<file path="config.mk">
export PLATFORM = sky130hd
export DESIGN_NAME = idt_core_timing
export DESIGN_NICKNAME = d
export VERILOG_FILES = /design/src/rtl/idt_pkg.sv /design/src/rtl/idt_dec_if.sv /design/src/rtl/idt_decoder.sv /design/src/rtl/idt_core_timing.sv
export SDC_FILE = /design/constraint.sdc
export NUM_CORES = 1
export LEC_CHECK = 0
export BUFFER_PORTS_ARGS = -buffer_cell sky130_fd_sc_hd__buf_2
export CAP_MARGIN = 0
export CORE_UTILIZATION = 43
export CTS_CLUSTER_DIAMETER = 150
export DETAILED_ROUTE_END_ITERATION = 12
export MAX_ROUTING_LAYER = met4
export PLACE_DENSITY = 0.65
export SYNTH_ARGS = -nofsm -noshare
export SYNTH_HDL_FRONTEND = slang
export SYNTH_SLANG_ARGS = --single-unit
</file>
<file path="constraint.sdc">
create_clock -name core_clk_i -period 3.6 [get_ports core_clk_i]
set_input_delay 0.72 -clock core_clk_i [delete_from_list [all_inputs] [get_ports core_clk_i]]
set_output_delay 0.72 -clock core_clk_i [all_outputs]
set_load 0.005 [all_outputs]
</file>
<file path="src/rtl/idt_pkg.sv">
package idt_pkg;

    // instruction widths
    localparam int unsigned IDT_OPC_W  = 8;     // opcode width
    localparam int unsigned IDT_LEN_W  = 2;     // byte count width
    localparam int unsigned IDT_CYC_W  = 4;     // cycle count width
    localparam int unsigned IDT_CLS_W  = 5;     // class code width

    // byte counts
    localparam logic [1:0] IDT_LEN_1 = 2'h1;    // one-byte instruction
    localparam logic [1:0] IDT_LEN_2 = 2'h2;    // two-byte instruction
    localparam logic [1:0] IDT_LEN_3 = 2'h3;    // three-byte instruction

    // cycle counts
    localparam logic [3:0] IDT_CYC_1 = 4'h1;    // single cycle
    localparam logic [3:0] IDT_CYC_2 = 4'h2;    // two cycles
    localparam logic [3:0] IDT_CYC_3 = 4'h3;    // three cycles
    localparam logic [3:0] IDT_CYC_4 = 4'h4;    // multiply
    localparam logic [3:0] IDT_CYC_8 = 4'h8;    // divide
    localparam logic [3:0] IDT_CYC_0 = 4'h0;    // none
    localparam logic [3:0] IDT_TAKEN_EXTRA = 4'h1; // taken branch adds one cycle

    // operand field positions
    localparam int unsigned IDT_RN_LSB = 0;     // register select low bit
    localparam int unsigned IDT_RI_BIT = 0;     // indirect pointer select bit
    localparam logic [2:0] IDT_RN_MAX = 3'h7;   // highest working register

    // operation classes
    typedef enum logic [4:0] {
        IDT_CLS_NOP   = 5'h00,
        IDT_CLS_ADD   = 5'h01,
        IDT_CLS_ADDC  = 5'h02,
        IDT_CLS_SUBB  = 5'h03,
        IDT_CLS_INC   = 5'h04,
        IDT_CLS_DEC   = 5'h05,
        IDT_CLS_INCDP = 5'h06,
        IDT_CLS_MUL   = 5'h07,
        IDT_CLS_DIV   = 5'h08,
        IDT_CLS_DA    = 5'h09,
        IDT_CLS_ANL   = 5'h0a,
        IDT_CLS_ORL   = 5'h0b,
        IDT_CLS_XRL   = 5'h0c,
        IDT_CLS_CLR   = 5'h0d,
        IDT_CLS_CPL   = 5'h0e,
        IDT_CLS_RL    = 5'h0f,
        IDT_CLS_RLC   = 5'h10,
        IDT_CLS_RR    = 5'h11,
        IDT_CLS_RRC   = 5'h12,
        IDT_CLS_SWAP  = 5'h13,
        IDT_CLS_MOV   = 5'h14,
        IDT_CLS_BRANCH= 5'h15,
        IDT_CLS_OTHER = 5'h16
    } idt_cls_t;

    // operand addressing modes
    typedef enum logic [2:0] {
        IDT_AM_NONE = 3'h0,
        IDT_AM_ACC  = 3'h1,
        IDT_AM_REG  = 3'h2,
        IDT_AM_IND  = 3'h3,
        IDT_AM_DIR  = 3'h4,
        IDT_AM_IMM  = 3'h5,
        IDT_AM_DATA_POINTER_16BIT = 3'h6
    } idt_am_t;

    // decode result bundle
    typedef struct packed {
        idt_cls_t    cls;        // operation class
        idt_am_t     dst;        // destination mode
        idt_am_t     src;        // source mode
        logic [1:0]  len;        // byte count
        logic [3:0]  cyc_off;    // cycles, prefetch off
        logic [3:0]  cyc_on;     // cycles, prefetch on
        logic        cond;       // conditional branch
        logic        known;      // opcode covered here
    } idt_dec_t;

endpackage

</file>
<file path="src/rtl/idt_dec_if.sv">
`timescale 1ns/10ps
// carries one decoded instruction from decoder to sequencer
interface idt_dec_if;
    import idt_pkg::*;
    idt_dec_t   dec;        // decoded fields
    logic [7:0] opc;        // raw opcode
    modport dcd (output dec, input opc);
    modport seq (input dec, output opc);
endinterface

</file>
<file path="src/rtl/idt_decoder.sv">
`timescale 1ns/10ps
// combinational opcode to length/timing/class table
module idt_decoder (
    idt_dec_if.dcd d    // decode bundle
);
    import idt_pkg::*;

    // fill one entry; both prefetch counts equal for these groups
    function automatic idt_dec_t mk(input idt_cls_t c, input idt_am_t ds, input idt_am_t sr,
                                    input logic [1:0] l, input logic [3:0] cy);
        idt_dec_t r;
        r = '0;
        r.cls = c;
        r.dst = ds;
        r.src = sr;
        r.len = l;
        r.cyc_off = cy;
        r.cyc_on = cy;
        r.known = 1'b1;
        return r;
    endfunction

    // low-nibble operand mode of the regular column layout
    function automatic idt_am_t col_mode(input logic [7:0] o);
        if (o[3]) return IDT_AM_REG;
        if (o[3:1] == 3'h3) return IDT_AM_IND;
        if (o[3:0] == 4'h5) return IDT_AM_DIR;
        if (o[3:0] == 4'h4) return IDT_AM_IMM;
        return IDT_AM_NONE;
    endfunction

    idt_am_t   m;       // column mode of current opcode
    logic [1:0] ln;     // column byte count
    logic [3:0] cy;     // column cycle count
    idt_cls_t   lc;     // logical op class of rows 4 to 6

    // decode table
    always_comb begin
        m  = col_mode(d.opc);
        ln = (m == IDT_AM_DIR || m == IDT_AM_IMM) ? IDT_LEN_2 : IDT_LEN_1;
        cy = (m == IDT_AM_REG) ? IDT_CYC_1 : IDT_CYC_2;
        lc = (d.opc[5:4] == 2'h0) ? IDT_CLS_ORL :
             (d.opc[5:4] == 2'h1) ? IDT_CLS_ANL : IDT_CLS_XRL;
        d.dec = '0;
        d.dec.cls = IDT_CLS_OTHER;
        unique case (d.opc[7:4])
            4'h0, 4'h1: begin
                // inc (0x) / dec (1x) columns
                if (d.opc[3:0] == 4'h4) d.dec = mk(d.opc[4] ? IDT_CLS_DEC : IDT_CLS_INC,
                    IDT_AM_ACC, IDT_AM_NONE, IDT_LEN_1, IDT_CYC_1);
                else if (m == IDT_AM_REG || m == IDT_AM_IND)
                    d.dec = mk(d.opc[4] ? IDT_CLS_DEC : IDT_CLS_INC, m, IDT_AM_NONE,
                        IDT_LEN_1, cy);
                else if (m == IDT_AM_DIR)
                    d.dec = mk(d.opc[4] ? IDT_CLS_DEC : IDT_CLS_INC, m, IDT_AM_NONE, IDT_LEN_2,
                        IDT_CYC_2);
                else if (d.opc[3:0] == 4'h3) d.dec = mk(d.opc[4] ? IDT_CLS_RRC : IDT_CLS_RR,
                    IDT_AM_ACC, IDT_AM_NONE, IDT_LEN_1, IDT_CYC_1);
                if (d.opc == 8'h00) d.dec = mk(IDT_CLS_NOP, IDT_AM_NONE, IDT_AM_NONE,
                    IDT_LEN_1, IDT_CYC_1);
            end
            4'h2, 4'h3, 4'h9: begin
                // add / addc / subb into accumulator
                if (m != IDT_AM_NONE) d.dec = mk(d.opc[7] ? IDT_CLS_SUBB :
                    (d.opc[4] ? IDT_CLS_ADDC : IDT_CLS_ADD), IDT_AM_ACC, m, ln, cy);
                else if (d.opc[7:0] == 8'h23 || d.opc[7:0] == 8'h33)
                    d.dec = mk(d.opc[4] ? IDT_CLS_RLC : IDT_CLS_RL, IDT_AM_ACC, IDT_AM_NONE,
                        IDT_LEN_1, IDT_CYC_1);
            end
            4'h4, 4'h5, 4'h6: begin
                // logical ops: accumulator or direct destination
                if (m != IDT_AM_NONE) d.dec = mk(lc, IDT_AM_ACC, m, ln, cy);
                else if (d.opc[3:0] == 4'h2) d.dec = mk(lc, IDT_AM_DIR, IDT_AM_ACC,
                    IDT_LEN_2, IDT_CYC_2);
                else if (d.opc[3:0] == 4'h3) d.dec = mk(lc, IDT_AM_DIR, IDT_AM_IMM,
                    IDT_LEN_3, IDT_CYC_3);
            end
            4'h7: begin
                // move immediate to acc / indirect / register / direct
                if (d.opc[3:0] == 4'h4) d.dec = mk(IDT_CLS_MOV, IDT_AM_ACC, IDT_AM_IMM,
                    IDT_LEN_2, IDT_CYC_2);
                else if (m == IDT_AM_REG || m == IDT_AM_IND)
                    d.dec = mk(IDT_CLS_MOV, m, IDT_AM_IMM, IDT_LEN_2, IDT_CYC_2);
                else if (d.opc[3:0] == 4'h5) d.dec = mk(IDT_CLS_MOV, IDT_AM_DIR,
                    IDT_AM_IMM, IDT_LEN_3, IDT_CYC_3);
            end
            4'h8: begin
                // mov direct,direct / mov direct,@Ri / mov direct,Rn
                if (d.opc[3:0] == 4'h5) d.dec = mk(IDT_CLS_MOV, IDT_AM_DIR, IDT_AM_DIR,
                    IDT_LEN_3, IDT_CYC_3);
                else if (m == IDT_AM_REG || m == IDT_AM_IND)
                    d.dec = mk(IDT_CLS_MOV, IDT_AM_DIR, m, IDT_LEN_2, IDT_CYC_2);
                else if (d.opc[3:0] == 4'h4) d.dec = mk(IDT_CLS_DIV, IDT_AM_ACC,
                    IDT_AM_NONE, IDT_LEN_1, IDT_CYC_8);
            end
            4'ha: begin
                // mov Rn/@Ri,direct, inc data_pointer_16bit, mul, spare nop
                if (m == IDT_AM_REG || m == IDT_AM_IND)
                    d.dec = mk(IDT_CLS_MOV, m, IDT_AM_DIR, IDT_LEN_2, IDT_CYC_2);
                else if (d.opc[3:0] == 4'h3) d.dec = mk(IDT_CLS_INCDP, IDT_AM_DATA_POINTER_16BIT,
                    IDT_AM_NONE, IDT_LEN_1, IDT_CYC_1);
                else if (d.opc[3:0] == 4'h4) d.dec = mk(IDT_CLS_MUL, IDT_AM_ACC,
                    IDT_AM_NONE, IDT_LEN_1, IDT_CYC_4);
                else if (d.opc[3:0] == 4'h5) d.dec = mk(IDT_CLS_NOP, IDT_AM_NONE,
                    IDT_AM_NONE, IDT_LEN_1, IDT_CYC_1);
            end
            4'hc, 4'hd, 4'he, 4'hf: begin
                // swap/da/clr/cpl and mov with accumulator
                if (d.opc == 8'hc4) d.dec = mk(IDT_CLS_SWAP, IDT_AM_ACC, IDT_AM_NONE,
                    IDT_LEN_1, IDT_CYC_1);
                else if (d.opc == 8'hd4) d.dec = mk(IDT_CLS_DA, IDT_AM_ACC, IDT_AM_NONE,
                    IDT_LEN_1, IDT_CYC_1);
                else if (d.opc == 8'he4) d.dec = mk(IDT_CLS_CLR, IDT_AM_ACC, IDT_AM_NONE,
                    IDT_LEN_1, IDT_CYC_1);
                else if (d.opc == 8'hf4) d.dec = mk(IDT_CLS_CPL, IDT_AM_ACC, IDT_AM_NONE,
                    IDT_LEN_1, IDT_CYC_1);
                else if (d.opc[7:4] == 4'he && m != IDT_AM_NONE && m != IDT_AM_IMM)
                    d.dec = mk(IDT_CLS_MOV, IDT_AM_ACC, m, ln, cy);
                else if (d.opc[7:4] == 4'hf && (m == IDT_AM_REG || m == IDT_AM_IND))
                    d.dec = mk(IDT_CLS_MOV, m, IDT_AM_ACC, IDT_LEN_1, cy);
                else if (d.opc == 8'hf5) d.dec = mk(IDT_CLS_MOV, IDT_AM_DIR, IDT_AM_ACC,
                    IDT_LEN_2, IDT_CYC_2);
                else if (d.opc[7:4] == 4'hd && d.opc[3])
                    d.dec = mk(IDT_CLS_BRANCH, IDT_AM_REG, IDT_AM_NONE, IDT_LEN_2, IDT_CYC_2);
            end
            4'hb: begin
                // compare-and-jump family, treated as conditional branches
                if (d.opc[3] || d.opc[3:2] == 2'h1) d.dec = mk(IDT_CLS_BRANCH, m,
                    IDT_AM_IMM, IDT_LEN_3, IDT_CYC_3);
            end
        endcase
        if (d.dec.cls == IDT_CLS_BRANCH) d.dec.cond = 1'b1;
    end

endmodule // idt_decoder

</file>
<file path="src/rtl/idt_core_timing.sv">
`timescale 1ns/10ps
// What this block does
// - opcodes match the classic 8-bit set
// - timing counts core clocks, no machine cycles
// - most instructions take one cycle per byte
// - untaken conditional branch one cycle shorter
// - add/addc/subb register: one byte, one cycle
// - add/addc/subb indirect: one byte, two cycles
// - add/addc/subb direct/immediate: two bytes, two cycles
// - inc/dec reg one cycle, memory two
// - logic into acc: register one, others two
// - logic to direct: acc 2/2, immediate 3/3
// - acc clear/complement/rotate/swap: one byte, one cycle
// - acc-register move one cycle, three-byte moves three, others two
// - direct-to-direct move: three bytes, three cycles
// - fixed length, equal prefetch on/off counts
// - eight bank registers; indirect via r0/r1
module idt_core_timing (
    input  wire logic                       core_clk_i,     // core clock, 125 MHz
    input  wire logic                       rst_n_i,        // async reset, active low
    input  wire logic                       prefetch_en_i,  // prefetch engine enabled
    input  wire logic [1:0]                 bank_sel_i,     // selected register bank
    input  wire logic                       opc_valid_i,    // opcode byte offered
    input  wire logic [7:0]                 opc_i,          // opcode byte
    input  wire logic                       br_taken_i,     // branch condition result
    output logic                            opc_ready_o,    // opcode taken this cycle
    output logic                            busy_o,         // instruction executing
    output logic                            retire_o,       // last cycle pulse
    output idt_pkg::idt_cls_t               cls_o,          // operation class
    output logic [1:0]                      len_o,          // byte length
    output logic [3:0]                      cyc_o,          // cycles charged
    output logic                            known_o,        // opcode covered
    output logic [4:0]                      reg_addr_o,     // working register ram address
    output logic                            ptr_sel_o       // indirect uses r1
);
    import idt_pkg::*;

    // timing state machine
    typedef enum logic [1:0] {
        IDT_ST_IDLE = 2'b00,
        IDT_ST_EXEC = 2'b01
    } idt_st_t;

    idt_dec_if  dif ();         // decoder bundle
    idt_st_t    st_q;           // sequencer state
    logic [3:0] cnt_q;          // cycles remaining
    logic [3:0] cyc_d;          // cycle total for new instruction
    logic       take;           // opcode accepted

    // operand register address: bank times eight plus register number
    function automatic logic [4:0] reg_addr(input logic [1:0] b, input logic [2:0] r);
        return {b, r};
    endfunction

    assign dif.opc = opc_i;

    // length and timing table
    idt_decoder u_dec (
        .d (dif.dcd)
    );

    assign take = opc_valid_i && (st_q == IDT_ST_IDLE || cnt_q == IDT_CYC_1);

    // cycle count chosen by prefetch mode and branch outcome
    always_comb begin
        cyc_d = prefetch_en_i ? dif.dec.cyc_on : dif.dec.cyc_off;
        if (dif.dec.cond && br_taken_i) begin
            cyc_d = cyc_d + IDT_TAKEN_EXTRA;
        end
        if (!dif.dec.known) begin
            cyc_d = IDT_CYC_1;              // unknown rows take one cycle here
        end
    end

    // sequencer: one count step per core clock
    always_ff @(posedge core_clk_i or negedge rst_n_i) begin
        if (!rst_n_i) begin
            st_q  <= IDT_ST_IDLE;
            cnt_q <= IDT_CYC_0;
        end else if (take) begin
            st_q  <= IDT_ST_EXEC;
            cnt_q <= cyc_d;
        end else if (st_q == IDT_ST_EXEC) begin
            if (cnt_q == IDT_CYC_1) begin
                st_q  <= IDT_ST_IDLE;
                cnt_q <= IDT_CYC_0;
            end else begin
                cnt_q <= cnt_q - IDT_CYC_1;
            end
        end
    end

    // decoded attributes latched with the opcode
    always_ff @(posedge core_clk_i or negedge rst_n_i) begin
        if (!rst_n_i) begin
            cls_o      <= IDT_CLS_NOP;
            len_o      <= IDT_LEN_1;
            cyc_o      <= IDT_CYC_0;
            known_o    <= 1'b0;
            reg_addr_o <= 5'h00;
            ptr_sel_o  <= 1'b0;
        end else if (take) begin
            cls_o      <= dif.dec.cls;
            len_o      <= dif.dec.len;
            cyc_o      <= cyc_d;
            known_o    <= dif.dec.known;
            reg_addr_o <= reg_addr(bank_sel_i, opc_i[2:0]);
            ptr_sel_o  <= opc_i[IDT_RI_BIT];
        end
    end

    // handshake and status outputs
    always_ff @(posedge core_clk_i or negedge rst_n_i) begin
        if (!rst_n_i) begin
            opc_ready_o <= 1'b0;
            busy_o      <= 1'b0;
            retire_o    <= 1'b0;
        end else begin
            opc_ready_o <= take;
            busy_o      <= take || (st_q == IDT_ST_EXEC && cnt_q != IDT_CYC_1);
            retire_o    <= (st_q == IDT_ST_EXEC && cnt_q == IDT_CYC_1);
        end
    end

endmodule // idt_core_timing

</file>
==> results of run 1 <==
per-layer routing:
layer	routed length (µm)	up-vias	global-route usage, %
met4	97	0	5.77
met1	2790	1053	32.0
met3	299	10	3.57
met2	2740	75	37.9
met5	0	-	-
li1	-	1092	-
layout make-up:
class | instances | area [µm²] | area share [%]
multi-input cells | 228 | 1420 | 58.3
flip-flops and latches | 25 | 627 | 25.8
repair buffers | 40 | 215 | 8.86
well taps | 67 | 83.8 | 3.45
clock buffers | 3 | 41.3 | 1.70
inverters | 10 | 37.5 | 1.54
clock inverters | 1 | 7.51 | 0.309
registers in the layout, summed over array words and instances (netlist names), 2 cells and up:
register	cells
reg_addr_o	5
len_o	2
cnt_q	4
cyc_o	4
cls_o	5
stage by stage:
step / power (W) / std cells / setup WS (ns) / hold WS, ns
global placement: 0.000987 / 370 / 0.539 / 0.454
detailed placement: 0.000999 / 370 / 0.520 / 0.460
CTS: 0.00117 / 374 / 0.800 / 0.439
floorplan: 0.000824 / 289 / 0.918 / 0.424
finish: 0.00116 / 374 / 0.756 / 0.422
global route: 0.00128 / 374 / 0.639 / 0.463
cell usage in the layout, fill, tap and decap left out, types with 5 or more instances in the layout:
cell       n
inv_1     10
nor3_1     5
a21oi_1   19
nor2_1    25
o31ai_1    6
nor2b_1    5
nand2b_1  11
o21ai_0   26
buf_2     34
buf_4      6
nand2_1   39
a31oi_1    8
dfrtp_1   24
o22ai_1    5
path summary, 6_finish.rpt:
path / from / endpoint / depth (start not counted)
hold reg to reg: reg_addr_o[2] / reg_addr_o[2] / 2
setup reg to reg: cnt_q[1] / cyc_o[1] / 8
max in group asynchronous: rst_n_i / cls_o[3] / 1
hold / removal: rst_n_i / reg_addr_o[4] / 1
min in group core_clk_i: reg_addr_o[2] / reg_addr_o[2] / 2
setup / recovery: opc_i[3] / cnt_q[0] / 8
worst max-delay path: stages:
cell	delay, ns
buf_2	0.24
or4b_1	0.74
a22oi_1	0.21
o21ai_0	0.09
o21ai_1	0.35
or4_4	0.22
nand4_1	0.10
a211o_1	0.31
logic make-up after synthesis:
group / Yosys count / synth area share (%)
xor+xnor: 1 / 0.394
simple gates: 114 / 26.4
flops: 25 / 28.2
buf+inv: 36 / 8.00
mux: 3 / 1.41
fa+ha+maj: 4 / 2.14
compound gates: 106 / 33.5
power by group through the flow:
| stage | logic [W] | clock network, W | registers, W |
|---|---|---|---|
| 2_1_floorplan | 0.000349 | 0 | 0.000476 |
| 3_3_place_gp | 0.000510 | 0 | 0.000477 |
| 3_5_place_dp | 0.000520 | 0 | 0.000479 |
| 4_1_cts | 0.000521 | 0.000178 | 0.000474 |
| 5_1_grt | 0.000604 | 0.000184 | 0.000491 |
| 6_report | 0.000516 | 0.000168 | 0.000474 |
==> impl_metrics.json, run 1 <==
{
  "status": "finished clean",
  "die_w_um": 73.9,
  "synth-edff-count": 0,
  "cap_viol_max_count": 0,
  "cts_hold_buf": 0,
  "start_util_pct": 45.8,
  "peakVddDrop_mv": 0.274,
  "end_kind": "flop",
  "drc": 0,
  "fill_cells": 489,
  "dr.pass1.iters": 4,
  "wl_per_cell_um": 15.8,
  "grt_pass1_vias": 2023,
  "path_class": "in -> reg",
  "p_int_w": 0.000708,
  "grt_pass1_wl_mm": 9.83,
  "seq_power_share_pct": 40.9,
  "antenna_found_initial": 0,
  "synthCells": 289,
  "ys_top_cells_by_area": "dfrtp_1, nand2_1, o21ai_0, a21oi_1, nor2_1",
  "path_max_fanout": 23,
  "worstSetupStartpointType": "input pin",
  "ys_seq_area_share_pct": 28.2,
  "powerDensity_nw_per_um2": 477,
  "finalHoldViolations": 0,
  "place_congestion": 0.889,
  "fin_nets": 326,
  "cts_buffers": 3,
  "tritoncts": "done",
  "antenna_left": 0,
  "syn_area_um2": 2220,
  "fin_tns_setup_ns": 0,
  "stdcell_area_um2": 2430,
  "r2r_slack_ns": 1.42,
  "area_delta_synth_final_pct": 9.35,
  "switching_power_w": 0.000450,
  "fin_crit_ns": 2.84,
  "setup_viol": 0,
  "clkPwrFrac_pct": 14.5,
  "synth_cell_type_count": 67,
  "die_h_um": 73.9,
  "syn_area_per_cell_um2": 7.69,
  "die-area_um2": 5460,
  "cp.arrival_ns": 3.00,
  "synth-async-reset-ratio_pct": 100,
  "tightest_slew_ns": 0.551,
  "synth_warnings": 0,
  "root_buffer": "clkbuf_8",
  "relSlewSlack_pct": 63.3,
  "n_antenna_cell": 0,
  "via_per_inst": 5.96,
  "vias": 2230,
  "gr-usage-all-layers_pct": 23.9,
  "cts.htree.levels": 1,
  "syn_nets": 307,
  "rsz0062_at_grt": "no",
  "clkTransAtPathRegs_ns": 0.09,
  "cts_max_path_buffers": 2,
  "min_path_type": "in -> async",
  "fin_util_pct": 50.1,
  "ys_ff_latch": 25,
  "power_frac_comb_pct": 44.6,
  "yosysTopAreaCell": "dfrtp_1",
  "io_buffers": 34,
  "yosysMostFrequentCell": "nand2_1",
  "swShare_pct": 38.9,
  "gr-total-overflow": 0,
  "cp_data_required_time_ns": 3.76,
  "rows": 25,
  "ys_top_cells_by_count": "nand2_1, o21ai_0, nor2_1",
  "drt_wl_total_mm": 5.92,
  "synth-main-ff-cell": "dfrtp_1",
  "postCtsSetupBuffers": 0,
  "clock_latency_ns": 0.27,
  "pin_count": 36,
  "clock.fmax_ghz": 0.352,
  "placed_area_um2": 2380,
  "drt_iter0_markers": 217,
  "layout-drive-gt1-share_pct": 19.5,
  "final_max_slew_viol_count": 0,
  "cellLeakagePower_nw": 1.05,
  "cts_resized": 0,
  "clock-skew-final_ns": 0.00637,
  "place_hpwl_mm": 4.21,
  "grt_max_degree": 30,
  "synth.top_cell.area_share_pct": 27.0,
  "coreArea_um2": 4850,
  "clock_sinks": 25,
  "finalCritPeriodShare_pct": 79.0
}
No activity file was read; power rests on OpenSTA's default activity.
==> inputs of run 2 (changes only) <==
==> constraint.sdc (replaced) <==
create_clock -name core_clk_i -period 2.7 [get_ports core_clk_i]
set_input_delay 0.54 -clock core_clk_i [delete_from_list [all_inputs] [get_ports core_clk_i]]
set_output_delay 0.54 -clock core_clk_i [all_outputs]
set_load 0.005 [all_outputs]
==> run 2 against run 1 <==
Sequential cell count stayed put; cell count is 10% higher; wire length is 9.9% higher; worst setup slack worse by 0.56 ns; first-iteration DRC count is 5.5% lower; core utilization is 5.9 points higher; combinational power is 45% higher; critical path type unchanged; largest cell class unchanged; highest routed layer unchanged.
==> impl_metrics.json, run 2 (synthesis results as in run 1) <==
{
  "status": "finished clean",
  "place_congestion": 1.01,
  "die-area_um2": 5460,
  "pin_count": 36,
  "end_kind": "flop",
  "clock.fmax_ghz": 0.400,
  "fin_crit_ns": 2.50,
  "cp.arrival_ns": 2.65,
  "crit_chain": "buf_2 -> or4b_1 -> o21ai_0 -> a21boi_1 -> o41ai_2 -> or4_4 -> nand4_1 -> a211o_1",
  "powerDensity_nw_per_um2": 590,
  "cts_resized": 0,
  "die_w_um": 73.9,
  "setup_viol": 0,
  "multi_input_area_um2": 1420,
  "finalHoldViolations": 0,
  "fill_cells": 455,
  "peakVddDrop_mv": 0.446,
  "root_buffer": "clkbuf_8",
  "drc": 0,
  "gr-total-overflow": 0,
  "grt_pass1_wl_mm": 10.8,
  "cts.htree.levels": 1,
  "grt_pass1_vias": 2227,
  "area_delta_synth_final_pct": 22.2,
  "drt_iter0_markers": 205,
  "top_regs": "cls_o (5), reg_addr_o (5)",
  "whs_ns": 0.238,
  "tightest_slew_ns": 0.540,
  "path_max_fanout": 6,
  "via_per_inst": 6.03,
  "pre_cts_ws_ns": -0.0614,
  "path_class": "in -> reg",
  "antenna_left": 0,
  "n_antenna_cell": 0,
  "timing.final.ws_setup_ns": 0.201,
  "clock_latency_ns": 0.27,
  "slowest_delay_ns": 0.68,
  "path_buf_inv": 1,
  "final_max_slew_viol_count": 0,
  "cellLeakagePower_nw": 1.23,
  "vias": 2485,
  "clock-skew-final_ns": 0.00816,
  "rows": 25,
  "grt_max_degree": 28,
  "final_cell_mix": "buf_4, nand2_1, buf_2",
  "start_util_pct": 45.8,
  "place_inst": 408,
  "seq_area_um2": 627,
  "postCtsSetupBuffers": 0,
  "fin_nets": 364,
  "rsz0062_at_grt": "no",
  "wl_per_cell_um": 15.8,
  "cts_buffers": 3,
  "place_hpwl_mm": 4.99,
  "cp_data_required_time_ns": 2.85,
  "tritoncts": "done",
  "gr-usage-all-layers_pct": 26.6,
  "relSlewSlack_pct": 64.0,
  "antenna_found_initial": 0,
  "layout-drive-gt1-share_pct": 28.4,
  "mostFrequentLayoutCell": "buf_4",
  "io_buffers": 34,
  "cts_max_path_buffers": 2,
  "dr.pass1.iters": 5,
  "clkTransAtPathRegs_ns": 0.09,
  "die_h_um": 73.9,
  "fin_util_pct": 56.0,
  "worstSetupStartpointType": "input pin",
  "drt_wl_total_mm": 6.51,
  "clock_sinks": 25,
  "final_cells": 412,
  "finalCritPeriodShare_pct": 92.6,
  "min_path_type": "in -> async",
  "total_power_w": 0.00160,
  "cts_hold_buf": 0,
  "coreArea_um2": 4850,
  "cp_slowest_cell": "or4b_1",
  "critical-path-top-delay-family": "compound AO/OA/AOI/OAI gates",
  "cap_viol_max_count": 0
}
[run 2: cell types whose count changed in the layout (fill, tap and decap cells not counted)]
cell | previous run | this run
buf_4 | 6 | 44
[run 2: power by group]
part           switching [W]  total [W]  internal [W]
clock network       0.000119   0.000224      0.000105
registers          0.0000957   0.000632      0.000536
logic               0.000406   0.000746      0.000340
total               0.000620    0.00160      0.000981
[run 2: cell type report]
cell class                      instances  share of cell area, %
Timing Repair Buffer                   78                   18.4
Inverter                               10                   1.38
Clock inverter                          1                  0.276
Tap cell                               67                   3.09
Sequential cell                        25                   23.1
Clock buffer                            3                   1.52
Multi-Input combinational cell        228                   52.2
[run 2: through the flow]
| stage | area (µm²) | TNS [ns] |
|---|---|---|
| final | 2720 | 0 |
| after global routing | 2720 | 0 |
| after CTS | 2720 | 0 |
| after detailed placement | 2670 | -0.119 |
| after global placement | 2670 | -0.0179 |
| after floorplan | 2220 | 0 |
[run 2: worst paths after layout]
check,from,endpoint,slack [ns],depth (start not counted)
worst max register to register,cnt_q[1],len_o[0],0.77,9
worst min-delay path,rst_n_i,reg_addr_o[3],0.24,1
min in group core_clk_i,bank_sel_i[0],reg_addr_o[3],0.46,3
worst max-delay path,opc_i[3],cnt_q[0],0.20,8
max in group asynchronous,rst_n_i,retire_o,2.09,1
worst min register to register,cyc_o[0],cyc_o[0],0.49,1
[run 2: metal layers]
layer  track usage (%)  share of wire, %  wire (µm)
met1              35.5                44       2850
met2              41.5                45       2960
met3              5.90               9.0        589
met4              5.34               1.6        106
met5                 -                 0          0
